File: src/pwrmode_regs.svh
`ifndef PWRMODE_REGS_SVH
`define PWRMODE_REGS_SVH
// ************************************************************
// Register map
// ************************************************************
`define REG_CTRL 8'h00
`define REG_STATUS 8'h04
`define REG_CMD 8'h08
`define REG_STAB 8'h0C
`define REG_PORTCFG 8'h10
`define REG_PLL 8'h14
// ************************************************************
// Field positions and reset values
// ************************************************************
`define CMD_STOP_BIT 4
`define CMD_HALT_BIT 5
`define CTRL_LCD_EN_BIT 0
`define CTRL_SIO_SLAVE_BIT 1
`define CTRL_PLL_EN_BIT 2
`define CTRL_RESET 8'h00
`define CTRL_STOP_KEEP 8'h02
`define STAB_RESET 16'h0100
// ************************************************************
// Timing
// ************************************************************
`define OSC_NS 100
`define CLK_MHZ 10
`endif

File: src/pwrmode_pkg.sv
`default_nettype none
package pwrmode_pkg;
  typedef enum logic [1:0] {RUN_ST, HALT_ST, STOP_ST, WAKE_ST} pmode_t;
  typedef struct packed {
    logic [3:0] dir;
    logic [3:0] latch;
    logic [3:0] mux_sel;
  } port_cfg_t;
  typedef struct packed {
    logic cpu_run;
    logic periph_run;
    logic sio_run;
    logic lcd_run;
    logic pll_run;
  } run_en_t;
endpackage : pwrmode_pkg
`default_nettype wire

File: src/wake_sync.sv
`default_nettype none
module wake_sync #(
  parameter int W = 4
) (
  input wire logic i_clk,
  input wire logic i_rst_n,
  input wire logic [W-1:0] i_async,
  output logic [W-1:0] o_sync
);
  logic [W-1:0] s1_q;
  logic [W-1:0] s2_q;
  always_ff @(posedge i_clk or negedge i_rst_n) begin
    if (!i_rst_n) begin
      s1_q <= '0;
      s2_q <= '0;
    end else begin
      s1_q <= i_async;
      s2_q <= s1_q;
    end
  end
  assign o_sync = s2_q;
endmodule : wake_sync
`default_nettype wire

File: src/pwrmode_ctrl.sv
// Contract
// - In halt only instruction execution stops; peripherals keep running. Code also stops serial in halt unless CTRL bit 1 (slave) is set.
// - In clock-stop every peripheral unit is stopped.
// - Control registers kept across halt, partly reset on stop entry.
// - Program counter frozen at the halt or stop instruction address.
// - In halt, serial runs only in slave mode with external clock.
// - Stop entry returns muxed pins to port mode, except A/D, LCD inputs; code clears all four mux_sel bits with no exception.
// - Stop keeps pin directions and output-only latch values.
// - PLL disabled or stopped pulls both VCO inputs low.
// - Stop pulls oscillator input low and drives oscillator output high.
// - Stop with display disabled drives segments and commons low.
// - Halt keeps LCD drive waveforms whatever the display enable.
// - Selected wake port high level releases clock-stop.
// - After release wait half stabilization time, then resume next opcode.
// - Stop carries a 4-bit release mask; zero mask needs reset.
//
// Implementation choices: register access over Wishbone and the address map.
`default_nettype none
`include "pwrmode_regs.svh"
module pwrmode_ctrl (
  input wire logic I_MCLK,
  input wire logic I_RSTN,
  input wire logic [7:0] I_ADR,
  input wire logic [31:0] I_DAT,
  output logic [31:0] O_DAT,
  input wire logic I_WE,
  input wire logic [3:0] I_SEL,
  input wire logic I_CYC,
  input wire logic I_STB,
  output logic O_ACK,
  input wire logic I_HALT_REQ,
  input wire logic I_HALT_RELEASE,
  input wire logic [3:0] I_STOP_MASK,
  input wire logic [3:0] I_WAKE_COND,
  input wire logic [3:0] I_WAKE_INPUT_PORT,
  input wire logic [12:0] I_PC,
  output logic [12:0] O_PC_HOLD,
  output pwrmode_pkg::run_en_t O_RUN,
  output pwrmode_pkg::port_cfg_t O_PORT,
  output logic [1:0] O_MODE,
  output logic O_VCO_PULLDOWN,
  output logic O_CP_OE,
  output logic O_OSC_IN_PULLDOWN,
  output logic O_OSC_OUT_HIGH,
  output logic O_LCD_FORCE_LOW,
  output logic O_RESUME
);
  import pwrmode_pkg::*;
  // ************************************************************
  // Bus slave
  // ************************************************************
  logic [7:0] ctrl_q;
  logic [15:0] stab_q;
  port_cfg_t port_q;
  port_cfg_t port_d;
  logic [7:0] ctrl_d;
  pmode_t mode_q;
  pmode_t mode_d;
  logic [3:0] mask_q;
  logic [12:0] pc_q;
  logic [15:0] wait_q;
  logic ack_q;
  logic [31:0] rdat_q;
  logic [3:0] wake_s;
  logic cmd_stop;
  logic cmd_halt;

  function automatic logic [31:0] merge(input logic [31:0] old,
                                        input logic [31:0] nw,
                                        input logic [3:0] sel);
    logic [31:0] r;
    r = old;
    for (int i = 0; i < 4; i++) begin
      if (sel[i]) begin
        r[i*8 +: 8] = nw[i*8 +: 8];
      end
    end
    return r;
  endfunction : merge

  wire req = I_CYC && I_STB && !ack_q;
  wire wr = req && I_WE;
  wire wr_ctrl = wr && (I_ADR == `REG_CTRL);
  wire wr_cmd = wr && (I_ADR == `REG_CMD) && I_SEL[0];
  wire wr_stab = wr && (I_ADR == `REG_STAB);
  wire wr_port = wr && (I_ADR == `REG_PORTCFG);
  wire [31:0] ctrl_m = merge({24'h000000, ctrl_q}, I_DAT, I_SEL);
  wire [31:0] stab_m = merge({16'h0000, stab_q}, I_DAT, I_SEL);
  wire [31:0] port_m = merge({20'h00000, port_q}, I_DAT, I_SEL);
  assign cmd_stop = (wr_cmd && I_DAT[`CMD_STOP_BIT]) || I_STOP_MASK != 4'h0
    && 1'b0;
  assign cmd_halt = (wr_cmd && I_DAT[`CMD_HALT_BIT]) || I_HALT_REQ;

  wire [31:0] rd_mux =
    (I_ADR == `REG_CTRL) ? {24'h000000, ctrl_q} :
    (I_ADR == `REG_STATUS) ? {26'h0000000, wake_s, mode_q} :
    (I_ADR == `REG_CMD) ? {28'h0000000, mask_q} :
    (I_ADR == `REG_STAB) ? {16'h0000, stab_q} :
    (I_ADR == `REG_PORTCFG) ? {20'h00000, port_q} :
    (I_ADR == `REG_PLL) ? {31'h00000000, ctrl_q[`CTRL_PLL_EN_BIT]} :
    32'h00000000;

  always_ff @(posedge I_MCLK or negedge I_RSTN) begin
    if (!I_RSTN) begin
      ack_q <= 1'b0;
      rdat_q <= 32'h00000000;
    end else begin
      ack_q <= req;
      if (req) begin
        rdat_q <= rd_mux;
      end
    end
  end
  assign O_ACK = ack_q;
  assign O_DAT = rdat_q;

  // ************************************************************
  // Wake input
  // ************************************************************
  wake_sync #(.W(4)) u_sync (
    .i_clk(I_MCLK),
    .i_rst_n(I_RSTN),
    .i_async(I_WAKE_INPUT_PORT),
    .o_sync(wake_s)
  );
  // Port wake is mask bit 0; others come from the core. Zero mask: reset only
  wire port_wake = mask_q[0] && (wake_s != 4'h0);
  wire wake_any = port_wake || ((mask_q[3:1] & I_WAKE_COND[3:1]) != 3'h0);

  // ************************************************************
  // Mode sequencer
  // ************************************************************
  wire stop_now = wr_cmd && I_DAT[`CMD_STOP_BIT];
  always_comb begin
    mode_d = mode_q;
    unique case (mode_q)
      RUN_ST: begin
        if (stop_now) begin
          mode_d = STOP_ST;
        end else if (cmd_halt) begin
          mode_d = HALT_ST;
        end
      end
      HALT_ST: begin
        if (I_HALT_RELEASE) begin
          mode_d = RUN_ST;
        end
      end
      STOP_ST: begin
        if (wake_any) begin
          mode_d = WAKE_ST;
        end
      end
      WAKE_ST: begin
        if (wait_q == 16'h0000) begin
          mode_d = RUN_ST;
        end
      end
    endcase
  end

  // Control registers survive halt; stop entry keeps only CTRL bit 1 (SIO slave) and clears mux_sel
  always_comb begin
    ctrl_d = wr_ctrl ? ctrl_m[7:0] : ctrl_q;
    port_d = wr_port ? port_m[11:0] : port_q;
    if (stop_now && mode_q == RUN_ST) begin
      ctrl_d = ctrl_q & `CTRL_STOP_KEEP;
      port_d.mux_sel = port_q.mux_sel & 4'h0;
    end
  end

  always_ff @(posedge I_MCLK or negedge I_RSTN) begin
    if (!I_RSTN) begin
      mode_q <= RUN_ST;
      ctrl_q <= `CTRL_RESET;
      stab_q <= `STAB_RESET;
      port_q <= '0;
      mask_q <= 4'h0;
      pc_q <= 13'h0000;
      wait_q <= 16'h0000;
    end else begin
      mode_q <= mode_d;
      ctrl_q <= ctrl_d;
      port_q <= port_d;
      if (wr_stab) begin
        stab_q <= stab_m[15:0];
      end
      if (mode_q == RUN_ST && mode_d != RUN_ST) begin
        pc_q <= I_PC;
        if (stop_now) begin
          mask_q <= I_DAT[3:0];
        end
      end
      if (mode_q == STOP_ST) begin
        wait_q <= {1'b0, stab_q[15:1]};
      end else if (wait_q != 16'h0000) begin
        wait_q <= wait_q - 16'h0001;
      end
    end
  end

  // ************************************************************
  // Run enables and pin states
  // ************************************************************
  wire in_stop = (mode_q == STOP_ST) || (mode_q == WAKE_ST);
  wire pll_off = in_stop || !ctrl_q[`CTRL_PLL_EN_BIT];
  wire unused = cmd_stop;
  assign O_RUN.cpu_run = (mode_q == RUN_ST);
  assign O_RUN.periph_run = !in_stop;
  assign O_RUN.sio_run = (mode_q == RUN_ST) ||
    (mode_q == HALT_ST && ctrl_q[`CTRL_SIO_SLAVE_BIT]);
  // LCD drive keeps running in halt even with display off
  assign O_RUN.lcd_run = !in_stop;
  assign O_RUN.pll_run = !pll_off;
  assign O_PORT = port_q;
  assign O_PC_HOLD = pc_q;
  assign O_MODE = mode_q;
  assign O_VCO_PULLDOWN = pll_off;
  assign O_CP_OE = !pll_off;
  assign O_OSC_IN_PULLDOWN = in_stop && mode_q == STOP_ST;
  assign O_OSC_OUT_HIGH = mode_q == STOP_ST;
  assign O_LCD_FORCE_LOW = in_stop &&
    !ctrl_q[`CTRL_LCD_EN_BIT];
  assign O_RESUME = (mode_q == WAKE_ST) && (wait_q == 16'h0000);
endmodule : pwrmode_ctrl
`default_nettype wire

File: config.mk
export PLATFORM = sky130hd
export DESIGN_NAME = pwrmode_ctrl
export DESIGN_NICKNAME = d
export VERILOG_FILES = /design/src/pwrmode_pkg.sv /design/src/wake_sync.sv /design/src/pwrmode_ctrl.sv
export VERILOG_INCLUDE_DIRS = /design/src
export SDC_FILE = /design/constraint.sdc
export NUM_CORES = 1
export LEC_CHECK = 0
export BUFFER_PORTS_ARGS = -buffer_cell sky130_fd_sc_hd__buf_2
export CELL_PAD_IN_SITES_DETAIL_PLACEMENT = 1
export CELL_PAD_IN_SITES_GLOBAL_PLACEMENT = 1
export CORE_MARGIN = 5
export CORE_UTILIZATION = 36
export DETAILED_ROUTE_END_ITERATION = 10
export MAX_ROUTING_LAYER = met4
export PLACE_DENSITY_LB_ADDON = 0.1
export SYNTH_ARGS = -nofsm -noshare
export SYNTH_HDL_FRONTEND = slang
export SYNTH_SLANG_ARGS = --single-unit
export TNS_END_PERCENT = 5
File: constraint.sdc
create_clock -name I_MCLK -period 1.8 [get_ports I_MCLK]
set_input_delay 0.36 -clock I_MCLK [delete_from_list [all_inputs] [get_ports I_MCLK]]
set_output_delay 0.36 -clock I_MCLK [all_outputs]
set_load 0.1 [all_outputs]
==> flow_summary.ini, run 1 <==
[route]
wl_met3_um = 642
drc = 0
met1_length_um = 7900
routed.top_layer = met4
dr.pass1.iters = 4
via_count = 4758
drt_wl_total_um = 17600
drt_iter0_markers = 247
antenna_left = 0
via_per_inst = 5.48
post_drt_wl_per_cell_um = 20.3
met2_length_um = 8810

[grt]
grt_pass1_wl_um = 28400
first_global_vias = 5133
grt-ovfl-total = 0
grt_antenna_before_repair = 0
grt_use_total_pct = 22.6
grt_start_max_net_pins = 51

[layout]
finalCoreUtilization_pct = 49.8
final_nets = 763
layout_common_cells = dfrtp_1 (94), buf_2 (94), buf_4 (69)
syn_to_final_growth_pct = 34.9
fillers = 1596
antenna_cells = 0
drive_gt1_share_pct = 38.6

[timing]
setup_viol = 20
period_needed_ns = 2.22
fin_crit_sh_pct = 123
tightest_slew_ns = 0.797
rsz0062_at_grt = yes
fin_ws_ns = -0.419
hold_viol = 0
clock.fmax_ghz = 0.451
timing.hold.ws_ns = 0.116
skew_ns = 0.00863
finalMaxSlewViolations = 0
max_slew_margin_pct = 46.7

[power]
p_sw_share_pct = 39.3
net-switching-power_mw = 3.04
pwr-share-comb_pct = 38.9
seq_power_share_pct = 34.3
clkPwrFrac_pct = 26.8
power_density_nw_per_um2 = 1110
intPower_mw = 4.69
total_leakage_power_nw = 3.32
vdd_drop_max_uv = 653

[worst_setup_path]
setup.worst_path.class = flip-flop to output pin
start_kind = flip-flop
startpoint = wait_q[1]
r2r_slack_ns = -0.15
critPathMaxFanout = 2
worstPathRequired_ns = 1.44
reg2reg_from = wait_q[1]
crit_path_end_kind = output pin
worstPathArrival_ns = 1.86
rr_endpoint = wait_q[12]
worst-r2r-cell-count = 8
crit_path_end = O_RESUME

[clock_tree]
insertion_delay_ns = 0.35
cts-root-buf = clkbuf_16
cts_tree = built
cts_buffers = 9
clk_path_buf_depth = 2
cts.clk_slew.worst_paths_ns = 0.07
numClockSinks = 96
htreeDepth = 3
cts_setup_buffers = 0

[floorplanning]
die_area_um2 = 16800
die_y_um = 129
core_area_um2 = 13900
dieWidth_um = 129
initial_core_util_pct = 36.9
rows = 43
io_pins = 147

[worst_hold_path]
hold_path.class = input port to flip-flop

[logic_synthesis]
ys_seq_area_share_pct = 46.8
synth_edf_count = 0
synth_ff_type = dfrtp_1
synth.avg_cell_area_um2 = 9.70
synth_seq_cells = 96
ys_async_sr_fraction_pct = 100
synth_warnings = 0
syn_area_um2 = 5140
syn-instance-count = 530
yosysUniqueCellTypes = 66

[run_status]
violations = negative setup slack
status = finished with violations

[job]
drv_cap = 0

[placed_design]
portBuffers = 107
dp_slack_ns = -0.386
gp_congestion = 0.828
dpl.hpwl_um = 13100
how the worst min path moves through the flow:
stage | end | from | cells past startpoint
2_1_floorplan | O_ACK | I_RSTN | 0
3_3_place_gp | O_PORT[7] | I_RSTN | 1
3_5_place_dp | O_DAT[7] | I_RSTN | 1
4_1_cts | u_sync.s1_q[1] | I_WAKE_INPUT_PORT[1] | 1
5_1_grt | u_sync.s1_q[1] | I_WAKE_INPUT_PORT[1] | 1
6_report | u_sync.s1_q[1] | I_WAKE_INPUT_PORT[1] | 1
Yosys cell counts, drive strengths merged, types with 3 or more instances:
master	number	area [um^2]
or4	6	52.6
and2	8	52.6
o22ai	4	25.0
nand2	23	91.3
nand2b	5	31.3
nor2b	14	87.6
or2	3	18.8
a211oi	4	30.0
a21oi	32	160
o41ai	4	35.0
a22o	12	105
nor3b	3	27.5
nor3	19	105
o31ai	5	37.5
clkbuf	23	86.3
nand4b	3	26.3
nor4	6	65.1
and3	25	156
buf	31	215
mux2	25	297
a31o	7	61.3
o21ai	31	155
mux2i	3	30.0
nand4	17	106
or3	4	25.0
inv	21	78.8
nor2	27	101
a21o	4	30.0
a31oi	7	43.8
dfrtp	95	2380
nand3	29	150
worst max-delay path: stages, from the launching register on:
cell and delay, ns:
dfrtp_1 0.39, inv_2 0.09, ha_4 0.14, nor4bb_4 0.19, nand4_1 0.21, buf_4 0.21
nor2_4 0.10, buf_12 0.18
logic make-up after synthesis:
family,synth area share [%]
AND/OR/NAND/NOR,22.9
buffers and inverters,7.47
adder cells (fa/ha/maj),0.243
other,0.0730
multiplexers,6.35
AO/OA/AOI/OAI,15.8
XOR/XNOR,0.341
flip-flops,46.8
power groups by stage:
stage	Clock [mW]	Combinational (mW)	Sequential [mW]
after floorplan	0	1.04	3.48
after global placement	0	2.75	2.64
after detailed placement	0	2.83	2.65
after CTS	2.10	2.99	2.65
after global routing	2.19	3.22	2.68
final	2.07	3.01	2.65
metrics by stage:
stage	total power [mW]	setup TNS, ns	cell area, um^2	std cells
final	7.73	-2.28	6930	869
after global routing	8.10	-4.38	6930	869
after floorplan	4.53	-42.04	5240	545
after global placement	5.39	-14.04	6480	854
after detailed placement	5.48	-16.27	6480	854
after CTS	7.74	-2.35	6910	869
layout make-up:
class / instances / area (um^2) / area share, %
clock inverters: 3 / 67.6 / 0.974
multi-input cells: 373 / 2540 / 36.6
flip-flops and latches: 96 / 2410 / 34.7
repair buffers: 184 / 1360 / 19.6
well taps: 180 / 225 / 3.25
clock buffers: 11 / 243 / 3.50
inverters: 22 / 93.8 / 1.35
what timing repair did:
action                                  in CTS  in global routing
pin swaps                                    9                  0
endpoints found under the hold margin        5                  0
hold buffers                                 1                  0
endpoints found under the setup margin      31                 35
resized for setup                           27                  6
cloned                                       0                  0
flip-flops by register name, indices dropped and copies added (netlist names):
| signal | count |
|---|---|
| O_DAT | 16 |
| stab_q | 16 |
| wait_q | 16 |
| O_PC_HOLD | 13 |
| O_PORT | 12 |
| ctrl_q | 8 |
| mask_q | 4 |
| u_sync.o_sync | 4 |
| u_sync.s1_q | 4 |
| O_MODE | 2 |
| O_ACK | 1 |
per-layer routing:
metal	global-route usage (%)	vias to the layer above
met5	-	-
met4	6.11	0
met3	3.42	23
met2	36.3	98
met1	29.9	2428
li1	-	2209
Note: power is estimated with default switching activity, not from simulation.
==> inputs of run 2 (changes only) <==
--- a/config.mk
+++ b/config.mk
@@ -6,14 +6,15 @@
 export SDC_FILE = /design/constraint.sdc
 export NUM_CORES = 1
 export LEC_CHECK = 0
+export ABC_AREA = 1
 export BUFFER_PORTS_ARGS = -buffer_cell sky130_fd_sc_hd__buf_2
 export CELL_PAD_IN_SITES_DETAIL_PLACEMENT = 1
 export CELL_PAD_IN_SITES_GLOBAL_PLACEMENT = 1
 export CORE_MARGIN = 5
-export CORE_UTILIZATION = 36
+export CORE_UTILIZATION = 33
 export DETAILED_ROUTE_END_ITERATION = 10
 export MAX_ROUTING_LAYER = met4
-export PLACE_DENSITY_LB_ADDON = 0.1
+export PLACE_DENSITY = 0.72
 export SYNTH_ARGS = -nofsm -noshare
 export SYNTH_HDL_FRONTEND = slang
 export SYNTH_SLANG_ARGS = --single-unit
==> run 2 against run 1 <==
The flow still finishes with violations (negative setup slack). Area after synthesis shrank 11%. Wire length shrank 19%. Flip-flop and latch count is the same. Largest cell class is now flip-flops and latches. Core utilization shrank 3.2 points. Maximum frequency grew 13%. Die area shrank 2.8%. Clock skew shrank 0.00065 ns. Synthesized cell count grew 3.2%. Worst hold slack gained 0.0078 ns. Register-to-register slack gained 0.04 ns. Non-clock buffer count shrank 9.
==> flow_summary.ini, run 2 <==
[run_status]
status = finished with violations
violations = negative setup slack

[worst_setup_path]
cp_cell_sequence = inv_2 -> ha_4 -> nand3_4 -> nor2_4 -> nand2_2 -> buf_6 -> nor2_4 -> buf_12
worstPathArrival_ns = 1.60
crit_path_end_kind = output pin
start_kind = flip-flop
worst-r2r-cell-count = 14
worstPathRequired_ns = 1.44
reg2reg_from = wait_q[0]
setup.worst_path.class = flip-flop to output pin
critPathMaxStageDelay_ns = 0.38
crit_top_cell = nor2_4
critPathMaxFanout = 2
startpoint = wait_q[0]
cp_top_family = flip-flops
path_depth = 8
cp_num_buf_inv = 3
cpMaxStageDelayCell = dfrtp_1

[job]
drv_cap = 0

[layout]
layout.cells.non_filler = 902
drive_gt1_share_pct = 35.1
syn_to_final_growth_pct = 39.9
stdcell_area_um2 = 6390
layout_commonest_cell = nand2_1
layout_common_cells = nand2_1 (135), buf_2 (97), dfrtp_1 (93)
final_nets = 792

[placed_design]
dp.cells = 863
portBuffers = 107
dpl.hpwl_um = 11100
placed_cell_area_um2 = 5730
dp_slack_ns = -0.157
gp_congestion = 0.914

[timing]
period_needed_ns = 1.96
hold_viol = 0
timing.hold.ws_ns = 0.124
clock.fmax_ghz = 0.509
skew_ns = 0.00799
rsz0062_at_grt = yes
fin_ws_ns = -0.164
finalMaxSlewViolations = 0
fin_crit_sh_pct = 109
setup_viol = 33

[clock_tree]
insertion_delay_ns = 0.34
clk_path_buf_depth = 2
htreeDepth = 3
cts_buffers = 9
cts.clk_slew.worst_paths_ns = 0.06
cts_tree = built
numClockSinks = 96
cts-root-buf = clkbuf_16

[logic_synthesis]
yosysUniqueCellTypes = 36
synth_most_common_cell = nand2_1
ys_seq_area_share_pct = 52.6
synth_common_cells = nand2_1 (140), dfrtp_1 (95), inv_1 (57), nor2_1 (44), o21ai_0 (42)
synth_edf_count = 0
synth_ff_type = dfrtp_1
synth_seq_cells = 96
synth_warnings = 0
synth_top_area_cell = dfrtp_1
netlist.area_leader.share_pct = 52.1
syn-instance-count = 547
ys_async_sr_fraction_pct = 100
synth_area_leaders = dfrtp_1 (52%), nand2_1 (12%), inv_1 (4.7%)
synth.avg_cell_area_um2 = 8.35
syn_area_um2 = 4570

[floorplanning]
dieWidth_um = 128
core_area_um2 = 13700
die_y_um = 128
initial_core_util_pct = 33.3
io_pins = 147
rows = 43
die_area_um2 = 16300

[route]
via_per_inst = 4.79
antenna_left = 0
drt_iter0_markers = 208
drc = 0
post_drt_wl_per_cell_um = 15.9
dr.pass1.iters = 4
via_count = 4324
drt_wl_total_um = 14300

[grt]
grt-ovfl-total = 0
grt_antenna_before_repair = 2
grt_pass1_wl_um = 23200
grt_start_max_net_pins = 35
grt_use_total_pct = 18.5
first_global_vias = 4593

[power]
power_density_nw_per_um2 = 1180
total_leakage_power_nw = 3.31
finalPower_mw = 7.54
vdd_drop_max_uv = 752

[worst_hold_path]
hold_path.class = input port to flip-flop
holdPathStages = 1
worstHoldStart = I_WAKE_INPUT_PORT[0]
run 2: final timing paths:
| path | endpoint | slack (ns) |
|---|---|---|
| min reg2reg | u_sync.o_sync[0] | 0.35 |
| min in group asynchronous | O_PORT[7] | 0.48 |
| max reg2reg | O_PC_HOLD[9] | -0.11 |
| max | O_RESUME | -0.16 |
| min | u_sync.s1_q[0] | 0.12 |
| max in group asynchronous | O_PORT[1] | 0.82 |
run 2: logic make-up after synthesis:
group	after synthesis	synth area share, %
fa+ha+maj	1	0.274
buf+inv	97	10.1
xor+xnor	10	1.92
simple gates	246	23.8
flops	96	52.6
compound gates	96	11.2
other cells	1	0.0821
run 2: stage by stage:
step / setup TNS, ns / utilization [%]
2_1_floorplan: -12.62 / -
3_3_place_gp: -0.446 / 41.8
3_5_place_dp: -2.27 / 41.8
4_1_cts: -1.33 / 45.6
5_1_grt: -6.18 / 46.6
6_report: -2.05 / 46.6
run 2: layer usage:
layer  GRT usage [%]  up-vias  share of wire (%)
met3            4.06       22                5.3
li1                -     2059                  -
met2            31.7      113                 51
met4            6.18        0                2.6
met1            21.7     2130                 41
met5               -        -                  0
run 2: what timing repair did:
item                                    CTS  global route
endpoints found under the hold margin    21             0
gates resized for setup                  31            22
pin swaps                                10             6
endpoints found under the setup margin   34            45
setup buffers                            16             4
hold buffers                              1             0
run 2: worst register-to-register path: cells and delay by family (launching register included):
kind / cells / cell delay (ns)
AND/OR/NAND/NOR: 9 / 0.75
buffers and inverters: 4 / 0.51
flip-flops: 1 / 0.38
adder cells (fa/ha/maj): 1 / 0.15
run 2: cell type report:
type                            instances  area, um^2
Antenna cell                            2        5.00
Clock inverter                          5        56.3
Multi-Input combinational cell        369        1960
Tap cell                              180         225
Fill cell                            1642        7330
Clock buffer                           11         233
Sequential cell                        96        2410
Inverter                               64         253
Timing Repair Buffer                  175        1240
run 2: where the power goes:
group          leakage (nW)  switching [mW]  internal [mW]
clock                 0.140           0.806           1.08
sequential             1.22           0.235           2.46
combinational          1.94            1.94           1.02
total                  3.31            2.98           4.56
==> inputs of run 3 (changes only) <==
==> constraint.sdc (replaced) <==
create_clock -name I_MCLK -period 1.8 [get_ports I_MCLK]
set_input_delay 0.27 -clock I_MCLK [delete_from_list [all_inputs] [get_ports I_MCLK]]
set_output_delay 0.27 -clock I_MCLK [all_outputs]
set_load 0.1 [all_outputs]
==> run 3 against run 2 <==
The run still ends with negative setup slack left. Wire length increased by 0.35%. Clock power is 11% higher. Combinational power is 5% lower. Critical path depth decreased by 1. Flip-flop and latch count did not move. Highest routed layer unchanged.
==> flow_summary.ini, run 3 (synthesized netlist as in run 2, its figures left out) <==
[run_status]
status = finished with violations
violations = negative setup slack

[worst_hold_path]
worstHoldStart = I_WAKE_INPUT_PORT[0]
hold_path.class = input port to flip-flop
holdPathStages = 1
min_to = u_sync.s1_q[0]

[timing]
timing.hold.ws_ns = 0.0271
setup_viol = 2
rsz0062_at_grt = yes
max_slew_margin_pct = 66.0
fin_crit_sh_pct = 105
fin_ws_ns = -0.0944
hold_viol = 0
clock.fmax_ghz = 0.528
skew_ns = 0.00634
finalMaxSlewViolations = 0
period_needed_ns = 1.89
tightest_slew_ns = 0.514

[route]
drc = 0
drt_iter0_markers = 240
post_drt_wl_per_cell_um = 16.2
antenna_left = 0
dr.pass1.iters = 4
via_per_inst = 4.81
via_count = 4263
drt_wl_total_um = 14400

[power]
finalPower_mw = 7.57
power_density_nw_per_um2 = 1210
total_leakage_power_nw = 3.24
vdd_drop_max_uv = 1010

[layout]
syn_to_final_growth_pct = 37.2
final_nets = 778
antenna_cells = 0
layout_common_cells = nand2_1 (135), buf_2 (98), dfrtp_1 (93)
stdcell_area_um2 = 6260
layout_commonest_cell = nand2_1
layout.cells.non_filler = 886
drive_gt1_share_pct = 32.7

[grt]
first_global_vias = 4510
grt_pass1_wl_um = 23200
grt_use_total_pct = 18.6
grt-ovfl-total = 0
grt_antenna_before_repair = 0
grt_start_max_net_pins = 36

[floorplanning]
rows = 43
die_area_um2 = 16300
initial_core_util_pct = 33.3
die_y_um = 128
core_area_um2 = 13700
io_pins = 147
dieWidth_um = 128

[clock_tree]
cts-root-buf = clkbuf_16
cts_tree = built
cts_buffers = 9
numClockSinks = 96
clk_path_buf_depth = 2
cts.clk_slew.worst_paths_ns = 0.07
insertion_delay_ns = 0.35
htreeDepth = 3

[worst_setup_path]
start_kind = flip-flop
crit_path_end_kind = output pin
setup.worst_path.class = flip-flop to output pin
worstPathArrival_ns = 1.62
r2r_slack_ns = -0.01
critPathMaxFanout = 2
rr_endpoint = wait_q[3]
worstPathRequired_ns = 1.53
worst-r2r-cell-count = 11
reg2reg_from = wait_q[0]

[placed_design]
dpl.hpwl_um = 11000
portBuffers = 107
dp.cells = 860
gp_congestion = 0.859
placed_cell_area_um2 = 5670
dp_slack_ns = -0.163

[job]
drv_cap = 0
run 3: cell types whose count changed in the layout (fill, tap and decap cells not counted), moves of 3 or more:
| cell | delta |
|---|---|
| inv_6 | -3 |
| clkinv_4 | +4 |
| buf_4 | -15 |
| nand3_2 | -11 |
| o21ai_0 | -5 |
| nand3_1 | +10 |
| o21ai_1 | +5 |
run 3: layout make-up:
class | instances | area, um^2
timing repair buffer | 160 | 1110
clock inverter | 4 | 77.6
multi-input combinational | 369 | 1930
tap | 180 | 225
timing repair inverter | 1 | 6.26
clock buffer | 12 | 246
sequential | 96 | 2410
fill | 1657 | 7460
inverter | 64 | 258
run 3: worst max-delay path, stage by stage (launching register included):
cell and delay, ns:
dfrtp_1 0.39, nor2_2 0.16, nand2_1 0.11, nor2_4 0.14, nand2_2 0.07, buf_4 0.13
nor2_4 0.09, buf_12 0.18
run 3: power by group:
| part | internal, mW | switching (mW) | total [mW] |
|---|---|---|---|
| logic | 0.891 | 1.92 | 2.81 |
| clock network | 1.26 | 0.821 | 2.08 |
| registers | 2.46 | 0.221 | 2.68 |
run 3: worst max path at each step:
stage                   start              to  slack (ns)  cells after the start
global placement    wait_q[0]    O_PC_HOLD[8]       -0.08                     12
detailed placement  wait_q[0]    O_PC_HOLD[9]       -0.16                     12
global route        wait_q[8]        O_RESUME       -0.19                      7
CTS                 wait_q[6]        O_RESUME       -0.11                      7
finish              wait_q[8]        O_RESUME       -0.09                      7
floorplan           O_MODE[1]  O_VCO_PULLDOWN       -0.42                      3
run 3: metrics by stage:
stage / setup TNS (ns) / util, %
3_3_place_gp: -0.976 / 41.3
5_1_grt: -2.13 / 45.7
3_5_place_dp: -1.86 / 41.3
4_1_cts: -0.153 / 44.7
2_1_floorplan: -12.45 / -
6_report: -0.105 / 45.7
run 3: per-layer routing:
layer / wire (um) / global-route usage (%) / share of wire, %
met1: 6040 / 22.4 / 42
met2: 7300 / 31.5 / 51
met3: 842 / 4.89 / 5.8
met4: 208 / 4.31 / 1.4
met5: 0 / - / 0
run 3: timing repair:
action,CTS,global route
gates cloned,0,1
hold buffers,1,0
endpoints found under the hold margin,28,0
pin swaps,9,13
resized for setup,28,31
setup buffers,4,4
endpoints found under the setup margin,27,44
